**src/logic/eesp_pkg.sv**
```systemverilog
package eesp_pkg;
  // opcodes, one byte each, sent msb first
  localparam logic [7:0] OP_ARM_WRITE = 8'h06;
  localparam logic [7:0] OP_DISARM_WRITE = 8'h04;
  localparam logic [7:0] OP_STATUS_READ = 8'h05;
  localparam logic [7:0] OP_STATUS_WRITE = 8'h01;

  // status byte bit positions
  localparam int BIT_BUSY = 0;
  localparam int BIT_LATCH = 1;
  localparam int BIT_LOCK_LO = 2;
  localparam int BIT_LOCK_HI = 3;
  localparam int BIT_LOCK = 7;

  // non-volatile bits come up in the delivery state
  localparam logic LOCK_RST = 1'b0;
  localparam logic [1:0] REGION_RST = 2'h0;

  // array address width and protected region bases
  localparam int ADDR_W = 17;
  localparam logic [ADDR_W-1:0] QUARTER_BASE = 17'h18000;
  localparam logic [ADDR_W-1:0] HALF_BASE = 17'h10000;

  // timing
  localparam int CLK_PERIOD_NS = 8;
  localparam int T_W_MS = 5;
  localparam int T_W_CYCLES = T_W_MS * 1000000 / CLK_PERIOD_NS;
  localparam int TW_W = 20;
  localparam int SCLK_HALF = 8;

  // host controller register map (byte addresses)
  localparam logic [3:0] REG_CMD = 4'h0;
  localparam logic [3:0] REG_STAT = 4'h4;
  localparam logic [3:0] REG_GUARD = 4'h8;
  localparam int CMD_OP_LSB = 0;
  localparam int CMD_DATA_LSB = 8;
  localparam int CMD_CNT_LSB = 16;
  localparam int STAT_RX_LSB = 8;
  localparam logic GUARD_RST = 1'b1;
endpackage : eesp_pkg

```
**src/logic/eesp_link_if.sv**
```systemverilog
`timescale 1ns/1ps
interface eesp_link_if;
  logic cs_n;
  logic sclk;
  logic mosi;
  logic miso;
  logic wp_n;
  modport host (output cs_n, output sclk, output mosi, output wp_n, input miso);
  modport dev (input cs_n, input sclk, input mosi, input wp_n, output miso);
endinterface : eesp_link_if

```
**src/logic/eesp_sync.sv**
```systemverilog
`timescale 1ns/1ps
module eesp_sync #(
  parameter int W = 1
) (
  input wire logic CORE_CLK,
  input wire logic RST,
  input wire logic [W-1:0] ASYNC_IN,
  output logic [W-1:0] SYNC_OUT
);
  logic [W-1:0] meta_q;
  logic [W-1:0] meta_d;
  logic [W-1:0] sync_d;

  // first stage feeds only the second stage
  always_comb begin
    meta_d = ASYNC_IN;
    sync_d = meta_q;
  end

  always_ff @(posedge CORE_CLK) begin
    if (RST) begin
      meta_q <= '0;
      SYNC_OUT <= '0;
    end else begin
      meta_q <= meta_d;
      SYNC_OUT <= sync_d;
    end
  end
endmodule : eesp_sync

```
**src/logic/eesp_dev.sv**
```systemverilog
// How it works
// - latch must be set before any write
// - arm-write acts only on chip select rise
// - disarm-write clears latch on chip select rise
// - latch clears at reset, disarm, write end
// - status read served even while busy
// - status byte repeats while select stays low
// - host should poll busy before new commands
// - busy reads one only during write cycle
// - no latch means writes are rejected
// - region bits guard array against writes
// - status write needs exact sixteen clocks
// - framed status write starts timed cycle
// - new lock bits appear after cycle ends
// - b6..b4,b1,b0 untouched; b6..b4 read zero
// - hard lock rejects all status writes
// - lock bit clear: status write allowed
// - lock bit set, guard high: allowed
// - hard lock entered in either order
// - only guard pin high leaves hard lock; here reset also clears the lock bit
// - four opcodes; others deselect the device
// - region codes: none, quarter, half, all
//
// Local design decisions: the Avalon-MM register port and the address map.
`timescale 1ns/1ps
module eesp_dev #(
  parameter int unsigned TW_CYCLES = eesp_pkg::T_W_CYCLES
) (
  input wire logic CORE_CLK,
  input wire logic RST,
  eesp_link_if.dev LINK,
  input wire logic ARRAY_WR_REQ,
  input wire logic [eesp_pkg::ADDR_W-1:0] ARRAY_WR_ADDR,
  output logic ARRAY_WR_GRANT,
  output logic ARRAY_WR_DENY,
  output logic [7:0] STATUS
);
  import eesp_pkg::*;

  typedef enum logic [2:0] {
    D_IDLE = 3'b000,
    D_OPC = 3'b001,
    D_WAIT = 3'b010,
    D_CMD_STATUS_READ = 3'b011,
    D_CMD_STATUS_WRITE = 3'b100,
    D_WEND = 3'b101,
    D_DESEL = 3'b110
  } eesp_dst_t;

  ////////////////////////////////////////////////////////////////////////
  // decode helpers

  function automatic logic [7:0] pack_status(input logic lock, input logic [1:0] region,
                                             input logic latch, input logic busy);
    logic [7:0] s;
    s = 8'h00;
    s[BIT_BUSY] = busy;
    s[BIT_LATCH] = latch;
    s[BIT_LOCK_LO] = region[0];
    s[BIT_LOCK_HI] = region[1];
    s[BIT_LOCK] = lock;
    return s;
  endfunction : pack_status

  function automatic logic region_hit(input logic [ADDR_W-1:0] addr, input logic [1:0] region);
    logic hit;
    hit = 1'b0;
    unique case (region)
      2'h0: hit = 1'b0;
      2'h1: hit = (addr >= QUARTER_BASE);
      2'h2: hit = (addr >= HALF_BASE);
      2'h3: hit = 1'b1;
    endcase
    return hit;
  endfunction : region_hit

  ////////////////////////////////////////////////////////////////////////
  // pin synchronisers: the serial clock is sampled, not used as a clock

  logic cs_s;
  logic sclk_s;
  logic mosi_s;
  logic wp_s;

  eesp_sync #(.W(4)) u_sync (
    .CORE_CLK(CORE_CLK),
    .RST(RST),
    .ASYNC_IN({LINK.cs_n, LINK.sclk, LINK.mosi, LINK.wp_n}),
    .SYNC_OUT({cs_s, sclk_s, mosi_s, wp_s})
  );

  ////////////////////////////////////////////////////////////////////////
  // command engine, write cycle timer and status bits

  eesp_dst_t st_q, st_d;
  logic [2:0] cnt_q, cnt_d;
  logic [7:0] sh_q, sh_d;
  logic [7:0] tx_q, tx_d;
  logic miso_q, miso_d;
  logic arm_q, arm_d;
  logic cs_p_q, cs_p_d;
  logic sclk_p_q, sclk_p_d;
  logic latch_q, latch_d;
  logic busy_q, busy_d;
  logic kind_q, kind_d;
  logic [TW_W-1:0] tw_q, tw_d;
  logic [2:0] pend_q, pend_d;
  logic lock_q, lock_d;
  logic [1:0] region_q, region_d;
  logic grant_d;
  logic deny_d;
  logic [7:0] status_d;

  logic cs_rise;
  logic cs_fall;
  logic sck_rise;
  logic sck_fall;
  logic hard_lock;
  logic [7:0] status_now;

  always_comb begin
    // cs low at release shows no fall, so a fresh falling edge is needed
    cs_rise = cs_s & ~cs_p_q;
    cs_fall = ~cs_s & cs_p_q;
    sck_rise = sclk_s & ~sclk_p_q & ~cs_s;
    sck_fall = ~sclk_s & sclk_p_q & ~cs_s;
    hard_lock = lock_q & ~wp_s;
    status_now = pack_status(lock_q, region_q, latch_q, busy_q);

    st_d = st_q;
    cnt_d = cnt_q;
    sh_d = sh_q;
    tx_d = tx_q;
    miso_d = miso_q;
    arm_d = arm_q;
    cs_p_d = cs_s;
    sclk_p_d = sclk_s;
    latch_d = latch_q;
    busy_d = busy_q;
    kind_d = kind_q;
    tw_d = tw_q;
    pend_d = pend_q;
    lock_d = lock_q;
    region_d = region_q;
    grant_d = 1'b0;
    deny_d = 1'b0;

    // busy for the whole timed cycle
    if (busy_q) begin
      if (tw_q == TW_W'(TW_CYCLES - 1)) begin
        busy_d = 1'b0;
        latch_d = 1'b0;
        if (kind_q) begin
          lock_d = pend_q[2];
          region_d = pend_q[1:0];
        end
      end else begin
        tw_d = tw_q + TW_W'(1);
      end
    end

    if (ARRAY_WR_REQ) begin
      if (latch_q && !busy_q && !region_hit(ARRAY_WR_ADDR, region_q)) begin
        grant_d = 1'b1;
        busy_d = 1'b1;
        kind_d = 1'b0;
        tw_d = '0;
      end else begin
        deny_d = 1'b1;
      end
    end

    if (cs_rise) begin
      st_d = D_IDLE;
      if (st_q == D_WAIT) begin
        latch_d = arm_q;
      end else if (st_q == D_WEND) begin
        if (latch_q && !busy_q && !hard_lock && !grant_d) begin
          busy_d = 1'b1;
          kind_d = 1'b1;
          tw_d = '0;
          // only lock and region bits taken
          pend_d = {sh_q[BIT_LOCK], sh_q[BIT_LOCK_HI], sh_q[BIT_LOCK_LO]};
        end
      end
    end else if (cs_fall) begin
      st_d = D_OPC;
      cnt_d = 3'h0;
    end else if (sck_rise) begin
      unique case (st_q)
        D_OPC: begin
          sh_d = {sh_q[6:0], mosi_s};
          cnt_d = cnt_q + 3'h1;
          if (cnt_q == 3'h7) begin
            case (sh_d)
              OP_ARM_WRITE: begin
                st_d = D_WAIT;
                arm_d = 1'b1;
              end
              OP_DISARM_WRITE: begin
                st_d = D_WAIT;
                arm_d = 1'b0;
              end
              OP_STATUS_READ: begin
                st_d = D_CMD_STATUS_READ;
                tx_d = status_now;
              end
              OP_STATUS_WRITE: st_d = D_CMD_STATUS_WRITE;
              default: st_d = D_DESEL;
            endcase
          end
        end
        D_CMD_STATUS_WRITE: begin
          sh_d = {sh_q[6:0], mosi_s};
          cnt_d = cnt_q + 3'h1;
          if (cnt_q == 3'h7) begin
            st_d = D_WEND;
          end
        end
        D_WAIT, D_WEND: st_d = D_DESEL;
        D_IDLE, D_CMD_STATUS_READ, D_DESEL: st_d = st_q;
      endcase
    end else if (sck_fall && st_q == D_CMD_STATUS_READ) begin
      miso_d = tx_q[7];
      tx_d = (cnt_q == 3'h7) ? status_now : {tx_q[6:0], 1'b0};
      cnt_d = cnt_q + 3'h1;
    end

    status_d = status_now;
  end

  // nv bits reset to the delivery state; there is no storage across power
  always_ff @(posedge CORE_CLK) begin
    if (RST) begin
      st_q <= D_IDLE;
      cnt_q <= 3'h0;
      sh_q <= 8'h00;
      tx_q <= 8'h00;
      miso_q <= 1'b0;
      arm_q <= 1'b0;
      cs_p_q <= 1'b0;
      sclk_p_q <= 1'b0;
      latch_q <= 1'b0;
      busy_q <= 1'b0;
      kind_q <= 1'b0;
      tw_q <= '0;
      pend_q <= 3'h0;
      lock_q <= LOCK_RST;
      region_q <= REGION_RST;
      ARRAY_WR_GRANT <= 1'b0;
      ARRAY_WR_DENY <= 1'b0;
      STATUS <= 8'h00;
    end else begin
      st_q <= st_d;
      cnt_q <= cnt_d;
      sh_q <= sh_d;
      tx_q <= tx_d;
      miso_q <= miso_d;
      arm_q <= arm_d;
      cs_p_q <= cs_p_d;
      sclk_p_q <= sclk_p_d;
      latch_q <= latch_d;
      busy_q <= busy_d;
      kind_q <= kind_d;
      tw_q <= tw_d;
      pend_q <= pend_d;
      lock_q <= lock_d;
      region_q <= region_d;
      ARRAY_WR_GRANT <= grant_d;
      ARRAY_WR_DENY <= deny_d;
      STATUS <= status_d;
    end
  end

  assign LINK.miso = miso_q;
endmodule : eesp_dev

```
**src/flat_wrapper.sv**
```systemverilog
// flat-port wrapper written by rule: the top's interface ports become plain ports
module eesp_dev_flat import eesp_pkg::*;
#(
  parameter int unsigned TW_CYCLES = eesp_pkg::T_W_CYCLES
)
  (CORE_CLK, RST, ARRAY_WR_REQ, ARRAY_WR_ADDR, ARRAY_WR_GRANT, ARRAY_WR_DENY, STATUS, LINK_cs_n, LINK_sclk, LINK_mosi, LINK_wp_n, LINK_miso);
  eesp_link_if LINK_i ();
  input wire logic CORE_CLK;
  input wire logic RST;
  input wire logic ARRAY_WR_REQ;
  input wire logic [eesp_pkg::ADDR_W-1:0] ARRAY_WR_ADDR;
  output logic ARRAY_WR_GRANT;
  output logic ARRAY_WR_DENY;
  output logic [7:0] STATUS;
  input wire logic [$bits(LINK_i.cs_n)-1:0] LINK_cs_n;
  input wire logic [$bits(LINK_i.sclk)-1:0] LINK_sclk;
  input wire logic [$bits(LINK_i.mosi)-1:0] LINK_mosi;
  input wire logic [$bits(LINK_i.wp_n)-1:0] LINK_wp_n;
  output wire logic [$bits(LINK_i.miso)-1:0] LINK_miso;
  assign LINK_i.cs_n = LINK_cs_n;
  assign LINK_i.sclk = LINK_sclk;
  assign LINK_i.mosi = LINK_mosi;
  assign LINK_i.wp_n = LINK_wp_n;
  assign LINK_miso = LINK_i.miso;
  eesp_dev #(.TW_CYCLES(TW_CYCLES)) u_core (.CORE_CLK(CORE_CLK), .RST(RST), .LINK(LINK_i), .ARRAY_WR_REQ(ARRAY_WR_REQ), .ARRAY_WR_ADDR(ARRAY_WR_ADDR), .ARRAY_WR_GRANT(ARRAY_WR_GRANT), .ARRAY_WR_DENY(ARRAY_WR_DENY), .STATUS(STATUS));
endmodule
```
**config.mk**
```make
export PLATFORM = sky130hd
export DESIGN_NAME = eesp_dev_flat
export DESIGN_NICKNAME = d
export VERILOG_FILES = /design/src/logic/eesp_pkg.sv /design/src/logic/eesp_link_if.sv /design/src/logic/eesp_sync.sv /design/src/logic/eesp_dev.sv /design/src/flat_wrapper.sv
export SDC_FILE = /design/constraint.sdc
export NUM_CORES = 1
export LEC_CHECK = 0
export ABC_CLOCK_PERIOD_IN_PS = 5000
export BUFFER_PORTS_ARGS = -buffer_cell sky130_fd_sc_hd__buf_2
export CAP_MARGIN = 30
export CORE_MARGIN = 1.5
export CORE_UTILIZATION = 40
export CTS_CLUSTER_SIZE = 10
export DETAILED_ROUTE_END_ITERATION = 8
export GPL_ROUTABILITY_DRIVEN = 0
export PLACE_DENSITY_LB_ADDON = 0.2
export SYNTH_ARGS = -nofsm -noshare
export SYNTH_HDL_FRONTEND = slang
export SYNTH_SLANG_ARGS = --single-unit
```
**constraint.sdc**
```tcl
create_clock -name CORE_CLK -period 5 [get_ports CORE_CLK]
set_clock_uncertainty 0.1 [all_clocks]
set_input_delay 1 -clock CORE_CLK [delete_from_list [all_inputs] [get_ports CORE_CLK]]
set_output_delay 1 -clock CORE_CLK [all_outputs]
set_load 0.1 [all_outputs]
```
# Yosys cells after proc, flatten, opt, wreduce, memory -nomap -nowiden
# Index checks and enable logic that the tools add are counted.
[classes]
add_sub_neg = 2
multipliers = 0
n_div = 0
n_lt_le_gt_ge = 2
eq_ne = 24
n_shift = 0
muxes = 48
bitwise = 18
reduce_logical = 31
[ops]
columns = ["operator", "n"]
rows = [
  ["two-way mux 20 bit", 8],
  ["two-way mux 8 bit", 6],
  ["greater-or-equal comparator 17 bit, second input constant", 2],
  ["== test 8 x 3 -> 1 bit, second input constant", 3],
  ["two-way mux 1 bit", 24],
  ["adder 20 x 1 -> 20 bit, second input constant", 1],
  ["== test 20 bit, second input constant", 1],
  ["AND reduction 4 bit", 5],
  ["two-way mux 3 bit", 6],
  ["case mux 3 bit (3 select lines)", 2],
  ["== test 3 bit, second input constant", 4],
  ["AND reduction 6 bit", 2],
  ["NOT 1 bit", 11],
  ["OR reduction 2 bit", 5],
  ["== test 8 x 1 -> 1 bit, second input constant", 1],
  ["bitwise AND 1 bit", 7],
  ["== test 3 x 2 -> 1 bit, second input constant", 2],
  ["!= test 2 x 1 -> 1 bit, second input constant", 3],
  ["!= test 2 bit, second input constant", 3],
  ["!= test 3 x 1 -> 1 bit, second input constant", 2],
  ["AND reduction 3 bit", 2],
  ["nonzero test 2 bit", 3],
  ["OR reduction 3 bit", 2],
  ["logical AND 1 bit", 5],
  ["other kinds (11)", 15],
]
[totals]
ff_bits = 73
latchBits = 0
ram_bits = 0
mem_bits_ro = 0
input_bits = 24
output_inout_bits = 11
elab_cells = 147
mem_count = 0

# Depth between registers and ports, before layout
[depth]
word_depth = 13
depth_mapped = 8
ltp_nobuf = 7

# Cells and area by module
# A second synthesis with hierarchy kept.
[unflattened]
hier_cells = 344
hier_area_um2 = 3123.0
[by_module_without_submodules]
columns = ["module", "instances", "cells_per_inst", "area_per_inst_um2", "seq_area_each_um2"]
rows = [
  ["eesp_dev", 1, 328, 2912.8, 1241.2],
  ["eesp_sync", 1, 16, 210.2, 160.2],
]

# Worst setup path after synthesis
# Ideal clock, no wire load.
[synth_path]
path_kind = "input -> register"
from = "input port ARRAY_WR_ADDR[16] in the netlist's numbering"
to = "register u_core.tw_q[12]"
setup_ns = 0.060
arrival_time_ns = 2.326
t_required_ns = 4.840
setup_slack_ns = 2.514
path_stages = 6
cell_sequence = "a21oi_1 o2111a_1 or3_1 buf_2 or4_1 nand2_1"
[synth_between]
elab_chain_len = 13
[synth_lines]
columns = ["element", "line_no", "rtl"]
rows = [
  ["start: declaration", "flat_wrapper.sv:11", "input wire logic [eesp_pkg::ADDR_W-1:0] ARRAY_WR_ADDR;"],
  ["greater-or-equal comparator 17 bit, on equally long branches", "eesp_dev.sv:71, eesp_dev.sv:70", ""],
  ["case mux 1 bit (4 select lines) (*)", "eesp_dev.sv:68", "unique case (region)"],
  ["two-way mux 1 bit (*)", "eesp_dev.sv:162", "if (ARRAY_WR_REQ) begin"],
  ["logical NOT 1 bit (*)", "eesp_dev.sv:163", "if (latch_q && !busy_q && !region_hit(ARRAY_WR_ADDR, region_q)) begin"],
  ["logical AND 1 bit (*)", "eesp_dev.sv:163", ""],
  ["two-way mux 1 bit", "eesp_dev.sv:163", ""],
  ["two-way mux 1 bit", "eesp_dev.sv:162", ""],
  ["logical NOT 1 bit", "eesp_dev.sv:178", "if (latch_q && !busy_q && !hard_lock && !grant_d) begin"],
  ["logical AND 1 bit", "eesp_dev.sv:178", ""],
  ["two-way mux 20 bit", "eesp_dev.sv:178", ""],
  ["two-way mux 20 bit", "eesp_dev.sv:177", "end else if (st_q == D_WEND) begin"],
  ["two-way mux 20 bit", "eesp_dev.sv:175", "if (st_q == D_WAIT) begin"],
  ["two-way mux 20 bit (*)", "eesp_dev.sv:173", "if (cs_rise) begin"],
  ["end signal: assignment", "eesp_dev.sv:265", "tw_q <= tw_d;"],
  ["end: declaration", "eesp_dev.sv:106", "logic [TW_W-1:0] tw_q, tw_d;"],
]
# Mark *: on every way between the ends. The rest lies on a longest branch, timed or not. The select of a mux whose other input is x is not followed.
# A chain may end at the register's enable or synchronous reset.

# Worst setup path in the final report
[layout_path]
from = "register u_core.st_q[2]"
to = "register u_core.tw_q[12]"
[layout_between]
elab_chain_len = 4
[layout_lines]
columns = ["element", "line_no", "rtl"]
rows = [
  ["start: declaration", "eesp_dev.sv:95", "eesp_dst_t st_q, st_d;"],
  ["start signal: assignment", "eesp_dev.sv:254", "st_q <= st_d;"],
  ["== test 3 bit", "eesp_dev.sv:177", ""],
  ["two-way mux 20 bit", "eesp_dev.sv:177", ""],
  ["two-way mux 20 bit (*)", "eesp_dev.sv:175", ""],
  ["two-way mux 20 bit (*)", "eesp_dev.sv:173", ""],
]
# Mark *: on every way between the ends. The rest lies on a longest branch, timed or not.

==> out/results.md <==
### Run status
- **status** completed

### Timing
- **portion of the clock cycle consumed by the worst path in the final layout** 51.06%
- **final-report max-slew violation count** 0
- **post-layout min period** 2.553 ns
- **Final Hold Vio Count** 0
- **final-report setup violation count** 0
- **Slew HR** 45.76%
- **post-route setup TNS** 0 ns
- **maximum clock frequency** 0.3917 GHz
- **unrepaired setup endpoints after global routing** no
- **slew of the pin with the lowest slew margin** 0.8061 ns

### Routing
- **number of iterations in the first detailed-routing pass** 4
- **remaining routing DRC violations** 0
- **number of antenna-violating nets in the routed design** 0
- **via count of the routed design** 2382
- **total length of routed wires** 6284 µm
- **WL/cell** 13.48 µm
- **routed vias/inst** 5.112
- **drt first-iter violations** 72

### GRT
- **most used routing layer** met2
- **largest net degree at the start of global routing** 51
- **met3 capacity usage during global routing** 5.193%
- **vias in the first global route** 2324
- **total global-route track usage** 16.62%
- **first-pass GRT wire length** 11030 µm
- **global routing usage on met1** 19.94%
- **sum of overflow across all layers after global routing** 0
- **initial antenna violation count** 0
- **met2 Usage GRT** 27.36%

### Clock network
- **setup repair bufs after CTS** 0
- **clock latency on the worst-skew pair** 0.34 ns
- **number of CTS-inserted buffers** 9
- **clock tree from TritonCTS** yes
- **clock transition at the registers of the reported paths** 0.08 ns
- **total of cells resized after clock tree synthesis** 0
- **Clock Tree Root** sky130_fd_sc_hd__clkbuf_8
- **H-tree depth** 3
- **Clock Path Buffers** 2
- **number of hold buffers added after cts** 0
- **clock tree sinks** 70

### Cells and area
- **# nets final** 388
- **area occupied by multi-input gates** 1644 µm²
- **number of standard cells in the final layout excluding fillers** 466
- **synthesis-to-finish area growth** 11.89%
- **ratio of cells with drive above 1 in the final layout** 13.19%
- **number of antenna cells inserted** 0
- **register cell area after layout** 1401 µm²
- **filler cell count** 762

### Yosys
- **count of mapped cells out of synthesis** 344
- **EDFF count, synth** 0
- **most frequent cell after synthesis** sky130_fd_sc_hd__dfxtp_1
- **portion of synthesized cell area occupied by the leading cell type** 44.69%
- **area leader, netlist** sky130_fd_sc_hd__dfxtp_1
- **top post-synthesis cells by area** sky130_fd_sc_hd__dfxtp_1 45%, sky130_fd_sc_hd__mux2i_1 7.3%, sky130_fd_sc_hd__nor2_1 5.3%
- **Post-Syn Area** 3136 µm²
- **post-synthesis cell type count** 51
- **most frequent cells after synthesis** 70 x sky130_fd_sc_hd__dfxtp_1, 44 x sky130_fd_sc_hd__nor2_1, 23 x sky130_fd_sc_hd__mux2i_1
- **share of the yosys chip area belonging to registers** 44.69%
- **proportion of synthesized flip-flops having asynchronous set or reset** 0%
- **Yosys warnings** 0
- **Mean Syn Cell Area** 9.115 µm²
- **Most used DFF post-synth** sky130_fd_sc_hd__dfxtp_1
- **total of flip-flops plus latches after synthesis** 70

### Die
- **die area** 8379 µm²
- **vertical die dimension** 91.54 µm
- **Rows** 32
- **Chip Width** 91.54 µm
- **Core Box Area** 7647 µm²
- **starting density of the core** 41.00%
- **Top Ports** 35

### Setup path
- **Setup crit start kind** register
- **slowest stage cell, crit path** sky130_fd_sc_hd__nor4_1
- **kind of critical path** register to register
- **kind of capture point of the worst setup path** register
- **ordered list of cells on the worst path** nand4b_1 -> nor4_1 -> or3_1 -> or4_1 -> nand2_1
- **buffers and inverters on the worst path** 0
- **maximum fanout encountered on the critical timing path** 18
- **critical path required time** 5.13 ns
- **Largest stage delay, worst path** 0.69 ns
- **data arrival time of the critical path** 2.69 ns
- **critical path's top delay family** simple AND/OR/NAND/NOR gates

### Hold path
- **min-delay worst type** register to register

### Placement
- **post-DP HPWL** 4338 µm
- **number of buffers added on ports** 16
- **number of placed cells counting well taps** 450

### Power
- **leakage power figure** 0.001305 µW
- **worst voltage drop across the vdd grid** 0.1229 mV
- **power density over cell area** 315.4 nW/µm²

### Job
- **max-cap violation count** 0

placed cells by master (no fill, tap or decap), drive strengths merged, types with 5 or more instances in the layout:
cell type / n
nor2: 44
and3: 6
inv: 8
ha: 5
nor4: 7
xor2: 7
or3: 9
nor2b: 19
o21ai: 13
buf: 17
xnor2: 6
mux2i: 23
dfxtp: 70
clkbuf: 9
a21oi: 21
nor3: 10
nand2: 17
nand3: 16
where the power goes:
group | internal, µW | switching, µW
clock | 282 | 220
combinational | 9.72 | 31.0
sequential | 561 | 2.12
cells by family after synthesis:
logic type	Yosys count	share of synthesized area, %
DFF	70	44.69
other	1	0.1196
buffers and inverters	22	3.112
muxes	27	8.779
adders and majority gates	5	1.995
and+or+nand+nor	156	27.53
AOI/OAI and AO/OA	50	10.14
xor gates and xnor gates	13	3.631
worst reg2reg max path: stages (launching register included):
cell and delay, ns:
sky130_fd_sc_hd__dfxtp_1 0.63, sky130_fd_sc_hd__nand4b_1 0.15, sky130_fd_sc_hd__nor4_1 0.69, sky130_fd_sc_hd__or3_1 0.62, sky130_fd_sc_hd__or4_1 0.21, sky130_fd_sc_hd__nand2_1 0.05
final timing paths:
kind	to	start	slack, ns	depth (start not counted)
max reg2reg	u_core.tw_q[12]$_SDFF_PP0_	u_core.st_q[2]$_SDFFE_PP0P_	2.45	5
min	u_core.u_sync.SYNC_OUT[1]$_SDFF_PP0_	u_core.u_sync.meta_q[1]$_SDFF_PP0_	0.34	1
min reg2reg	u_core.u_sync.SYNC_OUT[1]$_SDFF_PP0_	u_core.u_sync.meta_q[1]$_SDFF_PP0_	0.34	1
max	u_core.tw_q[12]$_SDFF_PP0_	u_core.st_q[2]$_SDFFE_PP0P_	2.45	5
final cells by class:
type                       count  area share, %
clock buffer                   9          3.531
clock inverter                 7          2.782
inverter                       7         0.7489
multi-input combinational    254          46.86
sequential                    70          39.94
tap                          102          3.638
timing repair buffer          17          2.496
stage by stage:
stage          instance area, µm²  utilization, %  hold WS (ns)  power [µW]  setup slack, ns
2_1_floorplan                3143               -        0.3138       610.1            2.514
3_3_place_gp                 3287           42.98        0.3192       617.4            2.116
3_5_place_dp                 3287           42.98        0.3247       617.7            2.112
4_1_cts                      3508           45.88        0.3401        1123            2.386
5_1_grt                      3508           45.88        0.3510        1151            2.233
6_report                     3508           45.88        0.3357        1106            2.447
state kept, by name (all words and copies together) (netlist names), 2 cells and up:
signal,count
u_core.pend_q,3
u_core.st_q,3
u_core.cnt_q,3
u_core.tx_q,8
u_core.sh_q,8
u_core.region_q,2
u_core.u_sync.meta_q,4
u_core.u_sync.SYNC_OUT,4
u_core.tw_q,20
u_core.STATUS,5
metal layers:
metal	part of all wire (%)	up-vias
met5	0	-
met4	1.3	0
met3	3.2	5
met2	48	29
met1	47	1111
li1	-	1237
No activity file was read; power rests on OpenSTA's default activity.
